<file path="src/pkg/ccl_pkg.sv">
package ccl_pkg;

   // ----------------------------------------
   // Register indices (byte address = 4 * index)
   // ----------------------------------------
   localparam logic [7:0] CCL_IDX_CTRL_STATUS  = 8'h50;
   localparam logic [7:0] CCL_IDX_CONV_CTRL_B  = 8'h7b;
   localparam logic [7:0] CCL_IDX_PIN_DISABLE  = 8'h60;
   localparam logic [7:0] CCL_IDX_NEG_SELECT   = 8'h61;

   // ----------------------------------------
   // comparator_control_status fields
   // ----------------------------------------
   localparam int CCL_BIT_POWER_OFF     = 7;
   localparam int CCL_BIT_BANDGAP_SEL   = 6;
   localparam int CCL_BIT_RESULT        = 5;
   localparam int CCL_BIT_EVENT_FLAG    = 4;
   localparam int CCL_BIT_IRQ_ENABLE    = 3;
   localparam int CCL_BIT_CAPTURE_ROUTE = 2;
   localparam int CCL_BIT_MODE_HI       = 1;
   localparam int CCL_BIT_MODE_LO       = 0;

   // ----------------------------------------
   // Other register fields
   // ----------------------------------------
   localparam int CCL_BIT_NEG_MUX_EN    = 6;
   localparam int CCL_BIT_TRIG_SRC_HI   = 2;
   localparam int CCL_BIT_NEG_PIN_OFF   = 1;
   localparam int CCL_BIT_POS_PIN_OFF   = 0;
   localparam int CCL_BIT_CONV_ENABLE   = 3;
   localparam int CCL_BIT_CHAN_HI       = 2;

   // ----------------------------------------
   // Reset values
   // ----------------------------------------
   localparam logic [7:0] CCL_RST_REG   = 8'h00;
   localparam logic [1:0] CCL_RST_MODE  = 2'h0;
   localparam logic [2:0] CCL_RST_3BIT  = 3'h0;

   // ----------------------------------------
   // Interrupt modes
   // ----------------------------------------
   typedef enum logic [1:0] {
      CCL_MODE_TOGGLE   = 2'b00,
      CCL_MODE_RESERVED = 2'b01,
      CCL_MODE_FALLING  = 2'b10,
      CCL_MODE_RISING   = 2'b11
   } ccl_mode_e;

endpackage : ccl_pkg

</file>
<file path="src/verilog/ccl_comparator_ctrl.sv">
`timescale 1ns/100ps
`default_nettype none

module ccl_comparator_ctrl
   import ccl_pkg::*;
#(
   parameter int VOLT_W = 10
) (
   // Clock and reset
   input  wire logic                  i_clock,
   input  wire logic                  i_rst,
   // Avalon-MM slave
   input  wire logic [9:0]            i_avs_address,
   input  wire logic                  i_avs_read,
   input  wire logic                  i_avs_write,
   input  wire logic [3:0]            i_avs_byteenable,
   input  wire logic [31:0]           i_avs_writedata,
   output logic      [31:0]           o_avs_readdata,
   output logic                       o_avs_waitrequest,
   // Analog levels
   input  wire logic [VOLT_W-1:0]     i_positive_pin,
   input  wire logic [VOLT_W-1:0]     i_negative_pin,
   input  wire logic [VOLT_W-1:0]     i_bandgap_level,
   input  wire logic [8*VOLT_W-1:0]   i_converter_channel_pins,
   // Digital pin inputs
   input  wire logic                  i_pos_pin_digital,
   input  wire logic                  i_neg_pin_digital,
   // Interrupt
   input  wire logic                  i_global_irq_enable,
   input  wire logic                  i_irq_vector_taken,
   output logic                       o_compare_irq,
   // Comparator and pin control
   output logic                       o_comparator_power_off,
   output logic                       o_capture_input,
   output logic                       o_pos_pin_input_off,
   output logic                       o_neg_pin_input_off,
   output logic                       o_pos_pin_port_bit,
   output logic                       o_neg_pin_port_bit,
   output logic [2:0]                 o_trigger_source
);

   // ----------------------------------------
   // Register state
   // ----------------------------------------
   logic                power_off_q;
   logic                bandgap_select_q;
   logic                event_flag_q;
   logic                event_flag_d;
   logic                irq_enable_q;
   logic                capture_route_q;
   logic [1:0]          irq_mode_q;
   logic                neg_mux_enable_q;
   logic [2:0]          trigger_source_q;
   logic                neg_pin_off_q;
   logic                pos_pin_off_q;
   logic                converter_enable_q;
   logic [2:0]          channel_select_q;

   // ----------------------------------------
   // Bus handshake
   // ----------------------------------------
   logic                wait_q;
   logic [31:0]         rdata_q;
   logic [31:0]         rdata_d;
   logic [7:0]          reg_index;
   wire                 bus_req    = i_avs_read | i_avs_write;
   wire                 bus_accept = bus_req & ~wait_q;
   wire                 wr_commit  = bus_accept & i_avs_write
                                     & i_avs_byteenable[0];
   wire  [7:0]          wbyte      = i_avs_writedata[7:0];

   assign reg_index = i_avs_address[9:2];

   wire hit_ctrl = reg_index == CCL_IDX_CTRL_STATUS;
   wire hit_cvb  = reg_index == CCL_IDX_CONV_CTRL_B;
   wire hit_pin  = reg_index == CCL_IDX_PIN_DISABLE;
   wire hit_neg  = reg_index == CCL_IDX_NEG_SELECT;

   wire wr_ctrl  = wr_commit & hit_ctrl;
   wire wr_cvb   = wr_commit & hit_cvb;
   wire wr_pin   = wr_commit & hit_pin;
   wire wr_neg   = wr_commit & hit_neg;

   // ----------------------------------------
   // Input selection
   // ----------------------------------------
   logic [VOLT_W-1:0]   chan_level;
   logic [VOLT_W-1:0]   pos_level;
   logic [VOLT_W-1:0]   neg_level;
   logic                use_channel;
   logic                raw_result;

   assign chan_level  = i_converter_channel_pins[
                        channel_select_q*VOLT_W +: VOLT_W];
   assign use_channel = neg_mux_enable_q & ~converter_enable_q;
   assign neg_level   = use_channel ? chan_level
                                    : i_negative_pin;
   assign pos_level   = bandgap_select_q ? i_bandgap_level
                                         : i_positive_pin;

   // Powered-off comparator yields zero
   assign raw_result  = ~power_off_q
                        & (pos_level > neg_level);

   // ----------------------------------------
   // Synchroniser and edge detect
   // ----------------------------------------
   logic                sync_a_q;
   logic                result_q;
   logic                result_prev_q;
   logic                rise_evt;
   logic                fall_evt;
   logic                mode_evt;

   always_ff @(posedge i_clock) begin
      if (i_rst) begin
         sync_a_q      <= 1'b0;
         result_q      <= 1'b0;
         result_prev_q <= 1'b0;
      end else begin
         sync_a_q      <= raw_result;
         result_q      <= sync_a_q;
         result_prev_q <= result_q;
      end
   end

   assign rise_evt = result_q & ~result_prev_q;
   assign fall_evt = ~result_q & result_prev_q;

   always_comb begin
      unique case (ccl_mode_e'(irq_mode_q))
         CCL_MODE_TOGGLE:   mode_evt = rise_evt | fall_evt;
         CCL_MODE_RESERVED: mode_evt = 1'b0;
         CCL_MODE_FALLING:  mode_evt = fall_evt;
         CCL_MODE_RISING:   mode_evt = rise_evt;
      endcase
   end

   // ----------------------------------------
   // Event flag
   // ----------------------------------------
   wire flag_clear = i_irq_vector_taken
                     | (wr_ctrl & wbyte[CCL_BIT_EVENT_FLAG]);

   // Set wins over a simultaneous clear
   assign event_flag_d = mode_evt | (event_flag_q & ~flag_clear);

   always_ff @(posedge i_clock) begin
      if (i_rst) begin
         event_flag_q <= 1'b0;
      end else begin
         event_flag_q <= event_flag_d;
      end
   end

   // ----------------------------------------
   // Control registers
   // ----------------------------------------
   always_ff @(posedge i_clock) begin
      if (i_rst) begin
         power_off_q      <= 1'b0;
         bandgap_select_q <= 1'b0;
         irq_enable_q     <= 1'b0;
         capture_route_q  <= 1'b0;
         irq_mode_q       <= CCL_RST_MODE;
      end else if (wr_ctrl) begin
         power_off_q      <= wbyte[CCL_BIT_POWER_OFF];
         bandgap_select_q <= wbyte[CCL_BIT_BANDGAP_SEL];
         irq_enable_q     <= wbyte[CCL_BIT_IRQ_ENABLE];
         capture_route_q  <= wbyte[CCL_BIT_CAPTURE_ROUTE];
         irq_mode_q       <= wbyte[CCL_BIT_MODE_HI:CCL_BIT_MODE_LO];
      end
   end

   always_ff @(posedge i_clock) begin
      if (i_rst) begin
         neg_mux_enable_q <= 1'b0;
         trigger_source_q <= CCL_RST_3BIT;
      end else if (wr_cvb) begin
         neg_mux_enable_q <= wbyte[CCL_BIT_NEG_MUX_EN];
         trigger_source_q <= wbyte[CCL_BIT_TRIG_SRC_HI:0];
      end
   end

   always_ff @(posedge i_clock) begin
      if (i_rst) begin
         neg_pin_off_q <= 1'b0;
         pos_pin_off_q <= 1'b0;
      end else if (wr_pin) begin
         neg_pin_off_q <= wbyte[CCL_BIT_NEG_PIN_OFF];
         pos_pin_off_q <= wbyte[CCL_BIT_POS_PIN_OFF];
      end
   end

   always_ff @(posedge i_clock) begin
      if (i_rst) begin
         converter_enable_q <= 1'b0;
         channel_select_q   <= CCL_RST_3BIT;
      end else if (wr_neg) begin
         converter_enable_q <= wbyte[CCL_BIT_CONV_ENABLE];
         channel_select_q   <= wbyte[CCL_BIT_CHAN_HI:0];
      end
   end

   // ----------------------------------------
   // Read data
   // ----------------------------------------
   wire [7:0] ctrl_view = {power_off_q, bandgap_select_q, result_q,
                           event_flag_q, irq_enable_q, capture_route_q,
                           irq_mode_q};
   wire [7:0] cvb_view  = {1'b0, neg_mux_enable_q, 3'h0,
                           trigger_source_q};
   wire [7:0] pin_view  = {6'h00, neg_pin_off_q, pos_pin_off_q};
   wire [7:0] neg_view  = {4'h0, converter_enable_q,
                           channel_select_q};

   always_comb begin
      rdata_d = 32'h0000_0000;
      if (hit_ctrl) begin
         rdata_d[7:0] = ctrl_view;
      end else if (hit_cvb) begin
         rdata_d[7:0] = cvb_view;
      end else if (hit_pin) begin
         rdata_d[7:0] = pin_view;
      end else if (hit_neg) begin
         rdata_d[7:0] = neg_view;
      end
   end

   // One wait cycle, then the transfer completes
   always_ff @(posedge i_clock) begin
      if (i_rst) begin
         wait_q  <= 1'b1;
         rdata_q <= 32'h0000_0000;
      end else begin
         wait_q  <= ~(bus_req & wait_q);
         if (bus_req & wait_q & i_avs_read) begin
            rdata_q <= rdata_d;
         end
      end
   end

   assign o_avs_waitrequest = wait_q;
   assign o_avs_readdata    = rdata_q;

   // ----------------------------------------
   // Registered outputs
   // ----------------------------------------
   logic irq_q;
   logic capture_q;
   logic pos_port_q;
   logic neg_port_q;

   always_ff @(posedge i_clock) begin
      if (i_rst) begin
         irq_q      <= 1'b0;
         capture_q  <= 1'b0;
         pos_port_q <= 1'b0;
         neg_port_q <= 1'b0;
      end else begin
         irq_q      <= event_flag_q & irq_enable_q
                       & i_global_irq_enable;
         capture_q  <= capture_route_q & result_q;
         pos_port_q <= i_pos_pin_digital & ~pos_pin_off_q;
         neg_port_q <= i_neg_pin_digital & ~neg_pin_off_q;
      end
   end

   assign o_compare_irq          = irq_q;
   assign o_capture_input        = capture_q;
   assign o_pos_pin_port_bit     = pos_port_q;
   assign o_neg_pin_port_bit     = neg_port_q;
   assign o_comparator_power_off = power_off_q;
   assign o_pos_pin_input_off    = pos_pin_off_q;
   assign o_neg_pin_input_off    = neg_pin_off_q;
   assign o_trigger_source       = trigger_source_q;

endmodule : ccl_comparator_ctrl

`default_nettype wire

</file>
<file path="config.mk">
export PLATFORM = sky130hd
export DESIGN_NAME = ccl_comparator_ctrl
export DESIGN_NICKNAME = d
export VERILOG_FILES = /design/src/pkg/ccl_pkg.sv /design/src/verilog/ccl_comparator_ctrl.sv
export SDC_FILE = /design/constraint.sdc
export NUM_CORES = 1
export LEC_CHECK = 0
export BUFFER_PORTS_ARGS = -buffer_cell sky130_fd_sc_hd__buf_2
export CAP_MARGIN = 20
export CORE_ASPECT_RATIO = 0.9
export CORE_MARGIN = 3
export CORE_UTILIZATION = 40
export DETAILED_ROUTE_END_ITERATION = 8
export HOLD_SLACK_MARGIN = 0.03
export PLACE_DENSITY = 0.83
export SLEW_MARGIN = 10
export SYNTH_ARGS = -nofsm -noshare
export SYNTH_HDL_FRONTEND = slang
export SYNTH_SLANG_ARGS = --single-unit
export TNS_END_PERCENT = 20
</file>
<file path="constraint.sdc">
create_clock -name i_clock -period 3.25 [get_ports i_clock]
set_input_delay 0.65 -clock i_clock [delete_from_list [all_inputs] [get_ports i_clock]]
set_output_delay 0.65 -clock i_clock [all_outputs]
set_load 0.02 [all_outputs]
</file>
Word-level counts from Yosys, hierarchy flattened
Cells that the tools add are included.
Widths: inputs -> output; s select.
{"block": "word_totals", "ff_bits": 33, "out_inout_bits": 43, "wordCells": 72}
{"block": "op_classes", "n_mul": 1, "magnitude_cmp": 1, "n_eq_ne": 7, "shift": 1, "muxes": 7, "bitwise": 33, "reduce_logical": 1}
{"op": "$shiftx 80x8->10", "count": 1}
{"op": "$eq 8x7->1 const B", "count": 4}
{"op": "$and 1x1->1", "count": 20}
{"op": "$mux 10", "count": 2}
{"op": "$gt 10x10->1", "count": 1}
{"op": "$not 1->1", "count": 9}
{"op": "$mux 4", "count": 2}
{"op": "$mux 8", "count": 1}
{"op": "$mux 7", "count": 1}
{"op": "$mul 3x3->6 const B", "count": 1}
{"op": "$eq 2x2->1 const B", "count": 2}
{"op": "$or 1x1->1", "count": 4}
{"op": "$pmux 1 s4", "count": 1}
{"op": "$eq 2x1->1 const B", "count": 1}
{"op": "$logic_not 2->1", "count": 1}

Logic depth before layout (Yosys ltp)
{"block": "logic_depth", "depth_word": 10, "ltp_mapped": 10}

Worst setup path after synthesis
Ideal clock, no wire load.
{"block": "synth_path", "kind": "flip-flop to flip-flop", "from": "register channel_select_q[0]", "to": "register sync_a_q", "setup_ns": 0.091, "arrival_ns": 2.292, "setup_slack_ns": 0.867, "path_stages_with_launch": 10, "path_buffers": 1, "cell_sequence": "dfxtp_1 buf_2 mux4_2 mux2i_1 nand2_1 o21ai_0 ha_1 and4_1 a41o_1 a311oi_1"}
{"block": "synth_via", "elab_chain_cells": 5}
{"element": "start: declaration", "line_no": "ccl_comparator_ctrl.sv:57", "rtl": "logic [2:0] channel_select_q;"}
{"element": "start signal: assignment", "line_no": "ccl_comparator_ctrl.sv:201", "rtl": "channel_select_q <= wbyte[CCL_BIT_CHAN_HI:0];"}
{"element": "$mul 3x3->6", "line_no": "ccl_comparator_ctrl.sv:94", "rtl": "channel_select_q*VOLT_W +: VOLT_W];"}
{"element": "$shiftx 80x8->10", "line_no": "ccl_comparator_ctrl.sv:93", "rtl": "assign chan_level = i_converter_channel_pins["}
{"element": "$mux 10", "line_no": "ccl_comparator_ctrl.sv:96", "rtl": "assign neg_level = use_channel ? chan_level"}
{"element": "$gt 10x10->1", "line_no": "ccl_comparator_ctrl.sv:103", "rtl": "& (pos_level > neg_level);"}
{"element": "$and 1x1->1", "line_no": "ccl_comparator_ctrl.sv:103"}
{"element": "end signal: assignment", "line_no": "ccl_comparator_ctrl.sv:121", "rtl": "sync_a_q <= raw_result;"}
{"element": "end: declaration", "line_no": "ccl_comparator_ctrl.sv:108", "rtl": "logic sync_a_q;"}
No other way between the ends.
A chain may end at the register's enable or synchronous reset.

Worst setup path after layout
{"block": "layout_path", "from": "register channel_select_q[2]", "to": "register sync_a_q"}
Same word-level chain as after synthesis.

==> results.tsv <==
metric	value	unit
outcome	complete, no violations	
max_freq	0.372	GHz
cpLargestDelayFamily	flip-flops	
clockBufferDepth	2	
crit_slowest_cell	dfxtp_1	
ys_seq_area_share	25.6	%
worstMarginPinSlew	0.760	ns
antenna_left	0	
insertion_delay	0.29	ns
mostFrequentLayoutCells	buf_2 (152), dfxtp_1 (33), mux2i_1 (27)	
worstPathMaxFanout	17	
wl	7.40	mm
max_cap_viol_count	0	
finalHoldViolCount	0	
start_kind	flip-flop	
chipHeight	82.2	um
clockRootBuffer	clkbuf_8	
ys_ff_latch	33	
power_density	297	nW/um^2
clock_sinks	33	
period_share	82.6	%
grt_max_degree	28	
syn_area_per_cell	9.71	um^2
grt_remaining_overflow	0	
hold_slack	0.436	ns
grt_pass1_wl	11.2	mm
dp_slack	0.515	ns
rsz0062_at_grt	no	
holdBufCountCts	0	
initial_core_util	41.8	%
critPathRequiredTime	3.43	ns
synth.distinct_cells	46	
ir_drop	0.149	mV
crit_arrival	2.87	ns
slew_headroom	48.6	%
path_cells	buf_4, mux4_2, mux2i_1, nand2_1, o21ai_0, ha_1, and4_1, a41o_1, a311oi_1	
postCtsSetupRepairBufs	0	
final.setup.tns	0	ns
drv_slew	0	
nFillCells	583	
antennaDiodeCount	0	
p_leak	0.00159	uW
path_clk_slew	0.07	ns
routabilityCongestion	0.851	
cpPeakStageDelay	0.75	ns
placed_cell_area	3340	um^2
antenna_found_initial	0	
drc	0	
grt_pass1_vias	2391	
wl_per_cell	14.7	um
clock_skew	0.00180	ns
post_drt_via_cell_ratio	5.01	
vias	2515	
cts.repair.resized	0	
cts_htree_levels	2	
finalCriticalPeriod	2.69	ns
first_pass_iters	6	
core.rowCount	27	
syn_inst	266	
fin_ws	0.565	ns
track_usage	18.9	%
drt_iter0_drc	61	
post-dp-hpwl	6.29	mm
crit_buf_inv	1	
cts_tree	built	
io_pins	207	
core-area	6180	um^2
ys_warn_count	0	
die-area	7460	um^2
die_w	90.7	um
design_area	3450	um^2
cp-end-kind	flip-flop	
cts_made_buffers	5	
layout_commonest_cell	buf_2	
setup_viol	0	
final_nets	590	
critPathKind	reg -> reg	
port_buffers	152	
syn_to_final_growth	33.7	%
synth_area	2580	um^2
layout-drive-gt1-share	47.7	%
hold_class	reg -> reg	
==> registers in the layout, indices dropped and copies added, names as in the netlist, 2 cells and up <==
name and cells:
o_trigger_source 3, irq_mode_q 2, channel_select_q 3, o_avs_readdata 8
==> synthesized netlist by cell type (all sizes together) <==
| cell type | instances | area [um^2] |
|---|---|---|
| o211ai | 1 | 7.51 |
| a21oi | 10 | 50.1 |
| a41o | 1 | 10.0 |
| nor2 | 24 | 90.1 |
| dfxtp | 33 | 661 |
| nand2 | 18 | 67.6 |
| o21a | 1 | 7.51 |
| inv | 3 | 11.3 |
| a221oi | 1 | 8.76 |
| mux4 | 20 | 450 |
| nand4b | 1 | 8.76 |
| or3b | 1 | 8.76 |
| buf | 32 | 223 |
| mux2 | 10 | 113 |
| nand2b | 3 | 18.8 |
| and4 | 4 | 36.3 |
| a32oi | 1 | 8.76 |
| a22oi | 1 | 7.51 |
| clkbuf | 6 | 22.5 |
| and2 | 1 | 6.26 |
| nor3b | 3 | 22.5 |
| a31oi | 1 | 6.26 |
| and4b | 1 | 11.3 |
| and3 | 1 | 6.26 |
| mux2i | 27 | 270 |
| nor2b | 4 | 25.0 |
| o21ai | 22 | 110 |
| nor4b | 2 | 32.5 |
| nand3 | 5 | 25.0 |
| or3 | 1 | 6.26 |
| ha | 12 | 150 |
| nand3b | 1 | 7.51 |
| o31ai | 1 | 7.51 |
| and3b | 1 | 8.76 |
| nor3 | 3 | 15.0 |
| nand4 | 3 | 18.8 |
| or2 | 1 | 6.26 |
| conb | 1 | 3.75 |
| a211oi | 1 | 7.51 |
| a311oi | 2 | 17.5 |
| or4 | 1 | 7.51 |
==> layout make-up <==
type / instances / area, um^2 / share of cell area, %
multi-input combinational: 215 / 1750 / 50.7
timing repair buffer: 156 / 803 / 23.3
sequential: 33 / 661 / 19.1
tap: 87 / 109 / 3.15
clock buffer: 7 / 86.3 / 2.50
clock inverter: 1 / 30.0 / 0.870
inverter: 3 / 11.3 / 0.326
==> through the flow <==
step	std cells	total power [uW]	util (%)
2_1_floorplan	289	554	-
3_3_place_gp	494	627	54.0
3_5_place_dp	494	635	54.0
4_1_cts	502	1030	55.8
5_1_grt	502	1080	55.8
6_report	502	1030	55.8
==> worst reg2reg max path, delay by kind of cell (launching register included) <==
family	cells	cell delay, ns
and+or+nand+nor	2	0.23
buffers and inverters	1	0.25
muxes	2	0.45
DFF	1	0.75
AOI/OAI and AO/OA	3	0.58
adders and majority gates	1	0.30
==> report_power, final <==
| group | switching [uW] | total [uW] | internal (uW) |
|---|---|---|---|
| clock network | 150 | 400 | 250 |
| logic | 105 | 211 | 106 |
| registers | 4.01 | 415 | 411 |
| total | 258 | 1030 | 767 |
==> logic make-up after synthesis <==
family | Yosys count | synth area share (%)
AO/OA/AOI/OAI | 43 | 9.64
adder cells (fa/ha/maj) | 12 | 5.81
other | 1 | 0.145
flip-flops | 33 | 25.6
buffers and inverters | 41 | 9.93
multiplexers | 57 | 32.3
AND/OR/NAND/NOR | 79 | 16.6
==> final timing paths <==
kind | from | endpoint | slack, ns | cells past startpoint
max | channel_select_q[2]$_SDFFE_PP0P_ | sync_a_q$_SDFF_PP0_ | 0.56 | 9
min reg2reg | sync_a_q$_SDFF_PP0_ | result_q$_SDFF_PP0_ | 0.44 | 1
max reg2reg | channel_select_q[2]$_SDFFE_PP0P_ | sync_a_q$_SDFF_PP0_ | 0.56 | 9
min | sync_a_q$_SDFF_PP0_ | result_q$_SDFF_PP0_ | 0.44 | 1
==> layer usage <==
layer	wire length, um	vias to the layer above	track usage, %
met5	0	-	0
met4	109	0	6.42
met3	583	10	3.26
met2	3740	122	34.0
met1	2970	1144	23.1
li1	-	1239	-
Power figures use the tool's default switching activity.
